===== src/hdl/epwc_defines.vh =====
// Constants for the expander interrupt, write-block, strap and PWM block
`ifndef EPWC_DEFINES_VH
`define EPWC_DEFINES_VH
`define EPWC_NPIN       8
`define EPWC_NCH        4
// APB byte addresses; EPWC_I_ENABLE is the enable register's word index
`define EPWC_A_OUT      8'h00
`define EPWC_A_PWMSEL   8'h04
`define EPWC_A_MASK     8'h08
`define EPWC_A_ISTAT    8'h0C
`define EPWC_A_INPUT    8'h10
`define EPWC_A_DIR      8'h14
`define EPWC_A_STRAP    8'h18
`define EPWC_I_ENABLE   8'h2D
`define EPWC_A_ENABLE   8'hB4
`define EPWC_A_PWM0     8'h40
// PWM channel stride and field offsets
`define EPWC_PWM_STRIDE 8'h10
`define EPWC_PWM_CFG    4'h0
`define EPWC_PWM_PER    4'h4
`define EPWC_PWM_WID    4'h8
// Enable register bits
`define EPWC_EN_INT     0
`define EPWC_EN_WP      1
`define EPWC_EN_EE      2
`define EPWC_EN_RO      3
// Reset values
`define EPWC_RST_OUT    8'hFF
`define EPWC_RST_MASK   8'hFF
`define EPWC_RST_DIR    8'hFF
`define EPWC_RST_SEL    8'h00
`define EPWC_RST_EN     8'h04
`define EPWC_RST_PER    8'hFF
`define EPWC_RST_WID    8'h00
// Clock source codes
`define EPWC_SRC_32K    3'h0
`define EPWC_SRC_24M    3'h1
`define EPWC_SRC_1M5    3'h2
`define EPWC_SRC_94K    3'h3
`define EPWC_SRC_SLOW   3'h4
`define EPWC_SRC_PREV   3'h5
`endif


===== src/hdl/epwc_top.v =====
// Interrupt, EEPROM write-block, external reset, strap and PWM logic
`include "epwc_defines.vh"
`default_nettype none
module epwc_top (
  input  wire        clk_in,                  // 125 MHz core clock
  input  wire        reset_n_in,              // Synchronous, active low
  input  wire        external_reset_pin_in,   // Active high, asynchronous
  input  wire        psel_in,                 // APB select
  input  wire        penable_in,              // APB access phase
  input  wire        pwrite_in,               // APB direction
  input  wire [7:0]  paddr_in,                // APB byte address
  input  wire [31:0] pwdata_in,               // APB write data
  output reg  [31:0] prdata_out,              // APB read data
  output wire        pready_out,              // APB ready
  output wire        pslverr_out,             // APB error
  input  wire [4:0]  clk_src_tick_in,         // Source ticks, same domain
  input  wire [7:0]  general_port_in,         // Pin levels
  output reg  [7:0]  general_port_out,        // Pin drive values
  output reg  [7:0]  general_port_oe_out,     // Pin drive enables
  output reg         int_out,                 // Interrupt, active high
  output wire        int_oe_out,              // Interrupt drive enable
  input  wire        eeprom_write_block_pin_in, // Write-block pin
  input  wire        eeprom_cmd_req_in,       // EEPROM command start pulse
  output reg         eeprom_cmd_grant_out,    // Command allowed, pulse
  output reg         eeprom_cmd_deny_out,     // Command rejected, pulse
  input  wire        addr_strap_first_in,     // First strap level
  input  wire [5:0]  addr_strap_chain_in,     // Chain strap levels
  input  wire [6:0]  addr_strap_strong_in,    // Strap is strongly pulled
  output reg  [6:0]  slave_addr_bits_out,     // Captured address bits
  output reg  [6:0]  addr_pin_used_out        // Pin serves as address
);

  // Synchronisers: stage one is read only by stage two
  // Stage three of the pins is an edge detector, not a sync stage
  reg [7:0]  pin_s1_ff, pin_s2_ff, pin_s3_ff;
  reg [1:0]  external_reset_pin_s_ff;
  reg [1:0]  wp_s_ff;
  reg [13:0] strap_s1_ff, strap_s2_ff;

  // Register file
  // All storage below resets on the combined core reset
  reg [7:0]  out_ff;        // Output port bits
  reg [7:0]  sel_ff;        // PWM select bits
  reg [7:0]  mask_ff;       // Interrupt mask, 1 masks
  reg [7:0]  dir_ff;        // Direction, 1 is input
  reg [7:0]  en_ff;         // Enable register
  reg [7:0]  istat_ff;      // Change status
  reg [7:0]  ipend_ff;      // Status bits eligible for the line
  reg        strap_done_ff; // Straps captured once after reset
  reg [2:0]  src_ff [0:`EPWC_NCH-1];
  reg [7:0]  per_ff [0:`EPWC_NCH-1];
  reg [7:0]  wid_ff [0:`EPWC_NCH-1];
  reg [7:0]  cnt_ff [0:`EPWC_NCH-1];
  reg [`EPWC_NCH-1:0] pwm_ff;      // Channel outputs
  reg [`EPWC_NCH-1:0] pwm_prev_ff; // For toggle and chain edges

  wire       rst_int;      // Combined core reset
  wire       wr_acc;       // APB write access
  wire       rd_acc;       // APB read access
  wire       hit_pwm;      // Address in PWM window
  wire [1:0] pwm_ch;       // Channel addressed
  wire [3:0] pwm_fld;      // Field within channel
  reg        mapped;       // Address decodes
  reg [7:0]  rd_mux;       // Read data before flop
  reg [7:0]  nxt_istat;
  reg [7:0]  nxt_ipend;
  wire [7:0] pin_change;   // Synced pin edges
  wire [`EPWC_NCH-1:0] step; // Counter advance per channel
  wire [7:0] pin_pwm;      // Channel output per pin
  wire [7:0] pwm_tog;      // PWM toggle per pin
  wire [7:0] pwm_slow;     // Toggle from slowest source
  wire       wp_active;    // Write-block function in force

  // External reset acts as a full reset, same as power-on
  // The pin is seen two edges late through its synchroniser, so
  // a glitch shorter than a cycle may pass unnoticed
  assign rst_int = ~reset_n_in | external_reset_pin_s_ff[1];

  // APB: zero wait states, error on unmapped address
  // Writes take effect at the access edge; reads have no side
  // effect except on the status register
  assign pready_out  = 1'b1;
  assign wr_acc      = psel_in & penable_in & pwrite_in;
  assign rd_acc      = psel_in & penable_in & ~pwrite_in;
  assign hit_pwm     = (paddr_in[7:6] == 2'b01) & (paddr_in[1:0] == 2'b00);
  assign pwm_ch      = paddr_in[5:4];
  assign pwm_fld     = paddr_in[3:0];
  assign pslverr_out = psel_in & penable_in & ~mapped;
  assign int_oe_out  = 1'b1; // Never open drain

  // Synchronisers and the pin edge stage run free, with no reset
  // A reset to zero would make a pin that is high at release look
  // like a fresh change, and would hand the strap capture zeros
  // instead of the strapped levels on the first edge after reset.
  // Board reset is held for several cycles, which flushes them.
  always @(posedge clk_in) begin
    pin_s1_ff   <= general_port_in;      // Read by stage two only
    pin_s2_ff   <= pin_s1_ff;            // Settled pin levels
    pin_s3_ff   <= pin_s2_ff;            // One cycle older, for edges
    external_reset_pin_s_ff   <= {external_reset_pin_s_ff[0], external_reset_pin_in};
    wp_s_ff     <= {wp_s_ff[0], eeprom_write_block_pin_in};
    strap_s1_ff <= {addr_strap_strong_in, addr_strap_chain_in,
                    addr_strap_first_in};
    strap_s2_ff <= strap_s1_ff;
  end

  // Address decode and read data selection
  // Channel fields sit in a window of 16-byte strides; the
  // unused fourth field of each channel reports an error
  always @* begin
    mapped = 1'b1;
    rd_mux = 8'h00;
    if (hit_pwm) begin
      case (pwm_fld)
        `EPWC_PWM_CFG: rd_mux = {5'h00, src_ff[pwm_ch]};
        `EPWC_PWM_PER: rd_mux = per_ff[pwm_ch];
        `EPWC_PWM_WID: rd_mux = wid_ff[pwm_ch];
        default:       mapped = 1'b0;
      endcase
    end else begin
      case (paddr_in)
        `EPWC_A_OUT:    rd_mux = out_ff;
        `EPWC_A_PWMSEL: rd_mux = sel_ff;
        `EPWC_A_MASK:   rd_mux = mask_ff;
        `EPWC_A_ISTAT:  rd_mux = istat_ff;
        `EPWC_A_INPUT:  rd_mux = pin_s2_ff;
        `EPWC_A_DIR:    rd_mux = dir_ff;
        `EPWC_A_STRAP:  rd_mux = {1'b0, slave_addr_bits_out};
        `EPWC_A_ENABLE: rd_mux = en_ff;
        default:        mapped = 1'b0;
      endcase
    end
  end

  // Read data captured in the setup cycle, stable in access
  // Capturing early keeps the status read and its clear apart:
  // the bits shown are those held before the setup edge
  always @(posedge clk_in) begin
    if (rst_int) begin
      prdata_out <= 32'h00000000;
    end else if (psel_in & ~penable_in) begin
      prdata_out <= {24'h000000, rd_mux};
    end
  end

  // Control registers written by software
  // Read-only and unmapped addresses leave every register as is
  always @(posedge clk_in) begin
    if (rst_int) begin
      out_ff  <= `EPWC_RST_OUT;
      sel_ff  <= `EPWC_RST_SEL;
      mask_ff <= `EPWC_RST_MASK;
      dir_ff  <= `EPWC_RST_DIR;
      en_ff   <= `EPWC_RST_EN;
    end else if (wr_acc) begin
      case (paddr_in)
        `EPWC_A_OUT:    out_ff  <= pwdata_in[7:0];
        `EPWC_A_PWMSEL: sel_ff  <= pwdata_in[7:0];
        `EPWC_A_MASK:   mask_ff <= pwdata_in[7:0];
        `EPWC_A_DIR:    dir_ff  <= pwdata_in[7:0];
        `EPWC_A_ENABLE: en_ff   <= pwdata_in[7:0];
        default:        out_ff  <= out_ff;
      endcase
    end
  end

  // Pin i uses channel i modulo the channel count
  // A toggle counts only on a pin routed to its channel, so a
  // free-running channel on a plain pin never sets status
  genvar gi;
  generate
    for (gi = 0; gi < `EPWC_NPIN; gi = gi + 1) begin : g_pin
      assign pin_pwm[gi]  = pwm_ff[gi % `EPWC_NCH];
      assign pwm_tog[gi]  = sel_ff[gi] &
                            (pwm_ff[gi % `EPWC_NCH] ^
                             pwm_prev_ff[gi % `EPWC_NCH]);
      assign pwm_slow[gi] = pwm_tog[gi] &
                            (src_ff[gi % `EPWC_NCH] == `EPWC_SRC_SLOW);
    end
  endgenerate

  // Pin drive: PWM only when both output and select bits set
  // Registered so the pin never shows decode glitches; the price
  // is one cycle of delay after each write or channel step
  always @(posedge clk_in) begin
    if (rst_int) begin
      general_port_out    <= 8'h00;
      general_port_oe_out <= 8'h00; // High-Z while reset held
    end else begin
      general_port_out    <= out_ff & (~sel_ff | pin_pwm);
      general_port_oe_out <= ~dir_ff;
    end
  end

  // Edges of input pins; driven pins change too, by design
  // Comparing the last two synced stages gives a one-cycle pulse
  // per level change, whichever way the pin moved
  assign pin_change = pin_s2_ff ^ pin_s3_ff;

  // Status: set wins over clear-on-read
  // An event in the cycle of the read survives; one that sets a bit at the
  // setup edge misses the captured read data and is cleared at the access edge
  always @* begin
    nxt_istat = istat_ff;
    nxt_ipend = ipend_ff;
    if (rd_acc && paddr_in == `EPWC_A_ISTAT) begin
      nxt_istat = 8'h00; // Whole register clears on read
      nxt_ipend = 8'h00; // Releases the line
    end
    nxt_istat = nxt_istat | pin_change | pwm_tog;
    // Pin changes and, of the PWM toggles, only slowest-source ones may pull the line
    nxt_ipend = nxt_ipend | pin_change | pwm_slow;
  end

  // Status and interrupt line
  // The line follows the next pending value so it rises in the
  // same cycle as the status bit; mask and enable act at once
  always @(posedge clk_in) begin
    if (rst_int) begin
      istat_ff <= 8'h00;
      ipend_ff <= 8'h00;
      int_out  <= 1'b0;
    end else begin
      istat_ff <= nxt_istat;
      ipend_ff <= nxt_ipend;
      // Mask bit zero enables the pin's event
      int_out  <= en_ff[`EPWC_EN_INT] & (|(nxt_ipend & ~mask_ff));
    end
  end

  // Write-block active only with EEPROM on and writable
  // Read-only or disabled memory cannot be written anyway, so
  // the pin has nothing to guard there
  assign wp_active = en_ff[`EPWC_EN_WP] & en_ff[`EPWC_EN_EE] &
                     ~en_ff[`EPWC_EN_RO];

  // Decide each EEPROM command from the pin seen at its start
  // Exactly one of grant and deny answers each request, one
  // cycle later; the pin level that counts is the synced one
  // standing at the request edge, not an earlier one
  always @(posedge clk_in) begin
    if (rst_int) begin
      eeprom_cmd_grant_out <= 1'b0;
      eeprom_cmd_deny_out  <= 1'b0;
    end else begin
      // Any command kind, sampled at request time
      eeprom_cmd_grant_out <= eeprom_cmd_req_in &
                              ~(wp_active & wp_s_ff[1]);
      eeprom_cmd_deny_out  <= eeprom_cmd_req_in & wp_active & wp_s_ff[1];
    end
  end

  // Strap capture once the synchronisers have settled after reset
  // Pin k joins the address only if every earlier pin is weak;
  // the first strong pin is the last address pin
  integer k;
  reg       chain_on;
  reg [6:0] nxt_used;
  always @* begin
    chain_on = 1'b1;
    nxt_used = 7'h00;
    for (k = 0; k < 7; k = k + 1) begin
      nxt_used[k] = chain_on;
      // Strong pull ends the chain; later pins stay GPIO
      if (strap_s2_ff[7 + k]) begin
        chain_on = 1'b0;
      end
    end
  end

  // Straps are read once per reset; later pin motion is ignored,
  // so pins released to general use may change freely
  always @(posedge clk_in) begin
    if (rst_int) begin
      strap_done_ff       <= 1'b0;
      slave_addr_bits_out <= 7'h00;
      addr_pin_used_out   <= 7'h00;
    end else if (!strap_done_ff) begin
      // Straps have been synced through reset, so they are valid here
      strap_done_ff       <= 1'b1;
      // First strap is always an address bit
      slave_addr_bits_out <= strap_s2_ff[6:0] & nxt_used;
      addr_pin_used_out   <= nxt_used;
    end
  end

  // PWM channels: source pick, chain edge, counter and output
  // Channel n may count the rising edges of channel n-1, so a
  // chain of channels divides a source down further.
  // Software must keep period 1..FFh and width below period.
  genvar gc;
  generate
    for (gc = 0; gc < `EPWC_NCH; gc = gc + 1) begin : g_ch
      localparam integer PRV = (gc + `EPWC_NCH - 1) % `EPWC_NCH;
      reg src_tick;
      // Source selection; previous channel via edge detect
      always @* begin
        case (src_ff[gc])
          `EPWC_SRC_32K:  src_tick = clk_src_tick_in[0];
          `EPWC_SRC_24M:  src_tick = clk_src_tick_in[1];
          `EPWC_SRC_1M5:  src_tick = clk_src_tick_in[2];
          `EPWC_SRC_94K:  src_tick = clk_src_tick_in[3];
          `EPWC_SRC_SLOW: src_tick = clk_src_tick_in[4];
          `EPWC_SRC_PREV: src_tick = pwm_ff[PRV] & ~pwm_prev_ff[PRV];
          default:        src_tick = 1'b0;
        endcase
      end
      assign step[gc] = src_tick;

      // Channel registers and counter
      // Field writes take effect at the access edge; the counter
      // keeps running and a new period applies from its next step
      always @(posedge clk_in) begin
        if (rst_int) begin
          src_ff[gc]      <= `EPWC_SRC_32K;
          per_ff[gc]      <= `EPWC_RST_PER;
          wid_ff[gc]      <= `EPWC_RST_WID;
          cnt_ff[gc]      <= 8'h00;
          pwm_ff[gc]      <= 1'b0;
          pwm_prev_ff[gc] <= 1'b0;
        end else begin
          pwm_prev_ff[gc] <= pwm_ff[gc];
          if (wr_acc && hit_pwm && pwm_ch == gc) begin
            if (pwm_fld == `EPWC_PWM_CFG) begin
              src_ff[gc] <= pwdata_in[2:0];
            end
            if (pwm_fld == `EPWC_PWM_PER) begin
              per_ff[gc] <= pwdata_in[7:0]; // 1..FFh expected
            end
            if (pwm_fld == `EPWC_PWM_WID) begin
              wid_ff[gc] <= pwdata_in[7:0]; // Below period
            end
          end
          // Period zero freezes the channel rather than misbehave
          // A count above a new, shorter period wraps on its next step
          if (step[gc] && per_ff[gc] != 8'h00) begin
            // Wrap after period counts
            if (cnt_ff[gc] >= per_ff[gc] - 8'h01) begin
              cnt_ff[gc] <= 8'h00;
              pwm_ff[gc] <= (wid_ff[gc] != 8'h00);
            end else begin
              cnt_ff[gc] <= cnt_ff[gc] + 8'h01;
              pwm_ff[gc] <= (cnt_ff[gc] + 8'h01 < wid_ff[gc]);
            end
          end
        end
      end
    end
  endgenerate

endmodule
`default_nettype wire


===== config.mk =====
export PLATFORM = sky130hd
export DESIGN_NAME = epwc_top
export DESIGN_NICKNAME = d
export VERILOG_FILES = /design/src/hdl/epwc_top.v
export VERILOG_INCLUDE_DIRS = /design/src /design/src/hdl
export SDC_FILE = /design/constraint.sdc
export NUM_CORES = 1
export LEC_CHECK = 0
export BUFFER_PORTS_ARGS = -buffer_cell sky130_fd_sc_hd__buf_2
export CORE_MARGIN = 10
export CORE_UTILIZATION = 40
export DETAILED_ROUTE_END_ITERATION = 8
export GPL_TIMING_DRIVEN = 0
export SETUP_SLACK_MARGIN = 0.2
export SLEW_MARGIN = 10
export SYNTH_ARGS = -nofsm -noshare
export SYNTH_HDL_FRONTEND = slang
export SYNTH_SLANG_ARGS = --single-unit

===== constraint.sdc =====
create_clock -name clk_in -period 4.96 [get_ports clk_in]
set_input_delay 0.248 -clock clk_in [delete_from_list [all_inputs] [get_ports clk_in]]
set_output_delay 0.248 -clock clk_in [all_outputs]
set_load 0.01 [all_outputs]

# Word level (Yosys, flattened, before mapping)
# Memory sizes are Yosys's and may differ from the RTL's.
# Cells that the tools add are included.
# totals
ff_bits	160
rom_bits	0
latchBits	0
mem_bits_rw	108
n_memories	4
# mem_list
memory	depth	width	rd	rd_ports_with_merged_regs	write_ports	line_no	source
cnt_ff	4	8	4	0	4	epwc_top.v:53	reg [7:0] cnt_ff [0:`EPWC_NCH-1];
per_ff	4	8	5	0	4	epwc_top.v:51	reg [7:0] per_ff [0:`EPWC_NCH-1];
wid_ff	4	8	5	0	4	epwc_top.v:52	reg [7:0] wid_ff [0:`EPWC_NCH-1];
src_ff	4	3	5	0	4	epwc_top.v:50	reg [2:0] src_ff [0:`EPWC_NCH-1];
# op_classes
order_cmp	8
n_mul	0
bitwise_logic	80
eq_ne	33
div_mod_pow	0
muxes	116
shifts	0
reduce_logical	34
add_sub_neg	8
# op_table
operator	count
$mux 8	19
$mux 1	87
$pmux 8 s8	1
$reduce_bool 8->1	8
$or 8x8->8	5
$and 1x1->1	33
$add 8x1->8 const B	4
$ge 8x8->1	4
$lt 8x8->1	4
$sub 8x1->8 const B	4
$eq 3x2->1 const B	8
$eq 3x3->1 const B	8
$eq 8x5->1 const B	3
$not 8->8	3
$pmux 1 s6	4
$pmux 8 s3	1
$or 1x1->1	21
$and 8x8->8	2
$eq 8x4->1 const B	2
$reduce_or 8->1	2
$eq 3x1->1 const B	4
$logic_not 3->1	4
$mux 3	4
$logic_and 1x1->1	10
other kinds (15)	34

# Depth between registers and ports, before layout
# depth
ltp_word	9
mapped_depth	12

# Least setup slack after synthesis
# Ideal clock, no wire load.
# synth_path
path_type	register to register
start	memory per_ff[2][5]
end	memory cnt_ff[2][2], data pin
t_required_ns	4.697
n_path_buf	1
setup_ns	0.263
path_stages_with_launch	11
arrival_time_ns	2.178
setup_slack_ns	2.519
synth_period_minus_slack_ns	2.441
path_cell_list	edfxtp_1 -> nor4_1 -> nor2b_1 -> nand2_1 -> xnor2_1 -> ha_1 -> nand4_1 -> o31ai_1 -> or3_1 -> clkbuf_1 -> nor2b_1
# synth_rtl
element	line_no
start, declared	epwc_top.v:51
end, declared	epwc_top.v:53

==> flow_summary.json <==
{
  "hold_violations": 0,
  "path_common_cell": "clkbuf_1",
  "clk_pin_slew_ns": 0.06,
  "crit_fanout": 10,
  "cp_cell_sequence": "nand2b_1, clkbuf_1, inv_1, clkbuf_1, clkbuf_1, nand2_1",
  "place.gp.congestion": 0.9657,
  "die_h_um": 201.2,
  "rsz0062_at_grt": "false",
  "leakage_uw": 0.006116,
  "insertion_delay_ns": 0.56,
  "cts_setup_buffers": 0,
  "async_reset_ff_frac": 0,
  "wl_per_cell_um": 20.86,
  "worst_setup_path_end_kind": "flip-flop",
  "intPower_uw": 3782,
  "die_w_um": 201.2,
  "final_cell_mix": "dfxtp_1, nand2_1, edfxtp_1",
  "cts.sinks": 268,
  "period_share": 0.6279,
  "dp_hpwl_mm": 30.40,
  "critPathBufInv": 4,
  "p_comb_frac": 0.087,
  "seq_power_share": 0.486,
  "timing_worst_slew_pin_value_ns": 1.174,
  "fp.dieArea_um2": 40460,
  "routed_wl_mm": 40.03,
  "critPathTopFamily": "buffers and inverters",
  "ios": 143,
  "num_rows": 66,
  "htree_levels": 1,
  "drc": 0,
  "synthesis.area_um2": 13130,
  "yosys_warnings": 0,
  "ys_ff_latch": 268,
  "status": "completed",
  "cts_made_buffers": 30,
  "first_iter_violations": 860,
  "syn_area_per_cell_um2": 10.22,
  "yosysUniqueCellTypes": 65,
  "vias": 10240,
  "cts_tree": "built",
  "critPathKind": "reg -> reg",
  "grt_overflow_total": 0,
  "drv_slew": 0,
  "start_util": 0.4045,
  "maxCapViolations": 0,
  "grt_pass1_wl_mm": 61.02,
  "final_layout_size_suffix_gt1_frac": 0.1417,
  "ir_worst_vdd_uv": 262.3,
  "fmax_mhz": 321.1,
  "skew_ns": 0.01363,
  "setup-tns-final_ns": 0,
  "crit_arrival_ns": 3.31,
  "nets": 1604,
  "required_ns": 5.15,
  "dp_cells": 1838,
  "cts_root_buf": "clkbuf_16",
  "start_kind": "flip-flop",
  "p_switching_uw": 1226,
  "grtUsageTotal": 0.1919,
  "antenna_found_initial": 4,
  "relSlewSlack": 0.2089,
  "min_period_ns": 3.114,
  "ant_nets": 0,
  "numPortBuffers": 88,
  "cpMaxStageDelayCell": "clkbuf_1",
  "netlist_instances": 1284,
  "p_sw_frac": 0.2448,
  "slowest_delay_ns": 0.75,
  "power_frac_clock": 0.426,
  "setup_violations": 0,
  "synth_edf_count": 108,
  "synth_ff_type": "dfxtp_1",
  "finalNonFillerCells": 1919,
  "vias_per_cell": 5.335,
  "grt_max_degree": 16,
  "hold_path.class": "in -> reg",
  "grt_pass1_vias": 10250,
  "ys_seq_area_frac": 0.4911,
  "cts_buffer_depth": 3,
  "coreArea_um2": 32450,
  "powerDensity_nw_per_um2": 325.0,
  "syn_to_final_growth_pct": 17.40,
  "layout_commonest_cell": "dfxtp_1",
  "dr.pass1.iters": 6
}
[power groups by stage]
stage | clock (µW) | combinational [µW] | sequential [µW]
2_1_floorplan | 0 | 270 | 2450
3_3_place_gp | 0 | 407 | 2480
3_5_place_dp | 0 | 414 | 2480
4_1_cts | 2160 | 432 | 2440
5_1_grt | 2250 | 482 | 2440
6_report | 2140 | 437 | 2440
[flip-flops by register name (all words and copies together), names as in the netlist, 7 cells and up]
signal and count:
cnt_ff 32, per_ff 32, wid_ff 32, strap_s1_ff 13
strap_s2_ff 13, src_ff 12, dir_ff 8, en_ff 8
general_port_oe_out 8, general_port_out 8, ipend_ff 8, istat_ff 8
mask_ff 8, out_ff 8, pin_s1_ff 8, pin_s2_ff 8
pin_s3_ff 8, prdata_out 8, sel_ff 8, addr_pin_used_out 7
slave_addr_bits_out 7
[cells in the mapped netlist (13+ instances only)]
| cell | number | area share |
|---|---|---|
| a31oi_1 | 16 | 0.0076 |
| mux4_2 | 22 | 0.038 |
| o211ai_1 | 13 | 0.0074 |
| xor2_1 | 23 | 0.015 |
| edfxtp_1 | 108 | 0.25 |
| a22oi_1 | 15 | 0.0086 |
| nor4_1 | 16 | 0.0076 |
| a21oi_1 | 52 | 0.020 |
| mux2i_1 | 20 | 0.015 |
| dfxtp_1 | 160 | 0.24 |
| nand3_1 | 43 | 0.016 |
| inv_1 | 72 | 0.021 |
| buf_4 | 26 | 0.015 |
| xnor2_1 | 33 | 0.022 |
| ha_1 | 76 | 0.072 |
| nor2b_1 | 30 | 0.014 |
| nand2_1 | 127 | 0.036 |
| and2_1 | 37 | 0.018 |
| o21ai_0 | 44 | 0.017 |
| nor2_1 | 103 | 0.029 |
| or3_1 | 42 | 0.020 |
| nand2b_1 | 15 | 0.0071 |
| clkbuf_1 | 42 | 0.012 |
[what timing repair did]
item                                    CTS  global route
gates resized for setup                   0             0
hold buffers                             25             0
endpoints found under the setup margin    0             0
hold endpoints to repair                 27             0
[stage by stage]
| stage | setup WS [ns] | cell area [µm²] | utilization | power, µW | hold WS [ns] |
|---|---|---|---|---|---|
| floorplan | 2.519 | 13220 | - | 2725 | 0.2757 |
| global placement | 1.783 | 14210 | 0.4379 | 2888 | 0.3109 |
| detailed placement | 1.739 | 14210 | 0.4379 | 2896 | 0.3121 |
| CTS | 1.885 | 15400 | 0.4747 | 5029 | 0.005384 |
| global route | 1.595 | 15410 | 0.4747 | 5174 | 0.02642 |
| finish | 1.846 | 15410 | 0.4748 | 5008 | 0.007540 |
[area by class of cell]
| cell class | instances | area [µm²] |
|---|---|---|
| Timing Repair Buffer | 113 | 690.7 |
| Sequential cell | 268 | 6446 |
| Inverter | 72 | 270.3 |
| Tap cell | 442 | 553.0 |
| Clock buffer | 44 | 853.3 |
| Clock inverter | 10 | 91.34 |
| Buffer | 86 | 460.4 |
| Fill cell | 3084 | 17040 |
| Antenna cell | 2 | 5.005 |
| Multi-Input combinational cell | 882 | 6040 |
[metal layers]
metal | share of wire | global-route usage | vias to the layer above
li1 | - | - | 4874
met1 | 0.42 | 0.2447 | 4839
met2 | 0.46 | 0.3108 | 415
met3 | 0.077 | 0.03984 | 105
met4 | 0.043 | 0.07952 | 4
met5 | 0.00067 | 0 | -
[cells by family after synthesis]
kind of cell,after synthesis,share of synthesized area
adder cells (fa/ha/maj),76,0.07244
AND/OR/NAND/NOR,463,0.1782
buffers and inverters,158,0.05567
AO/OA/AOI/OAI,214,0.1063
XOR/XNOR,56,0.03737
other,2,0.0005721
flip-flops,268,0.4911
multiplexers,47,0.05843
[final timing paths]
kind	from	endpoint	slack, ns	depth (start not counted)
worst min register to register	pin_s1_ff[2]$_DFF_P_	pin_s2_ff[2]$_DFF_P_	0.32	0
worst max register to register	external_reset_pin_s_ff[1]$_DFF_P_	cnt_ff[2][0]$_SDFFCE_PN0P_	1.85	6
worst min-delay path	pwdata_in[4]	per_ff[2][4]$_SDFFCE_PN1P_	0.008	2
worst max-delay path	external_reset_pin_s_ff[1]$_DFF_P_	cnt_ff[2][0]$_SDFFCE_PN0P_	1.85	6
[worst reg2reg max path, stage by stage (launching register included)]
cell	delay [ns]
dfxtp_1	0.29
nand2b_1	0.13
clkbuf_1	0.33
inv_1	0.23
clkbuf_1	0.53
clkbuf_1	0.75
nand2_1	0.48
No activity file was read; power rests on OpenSTA's default activity.
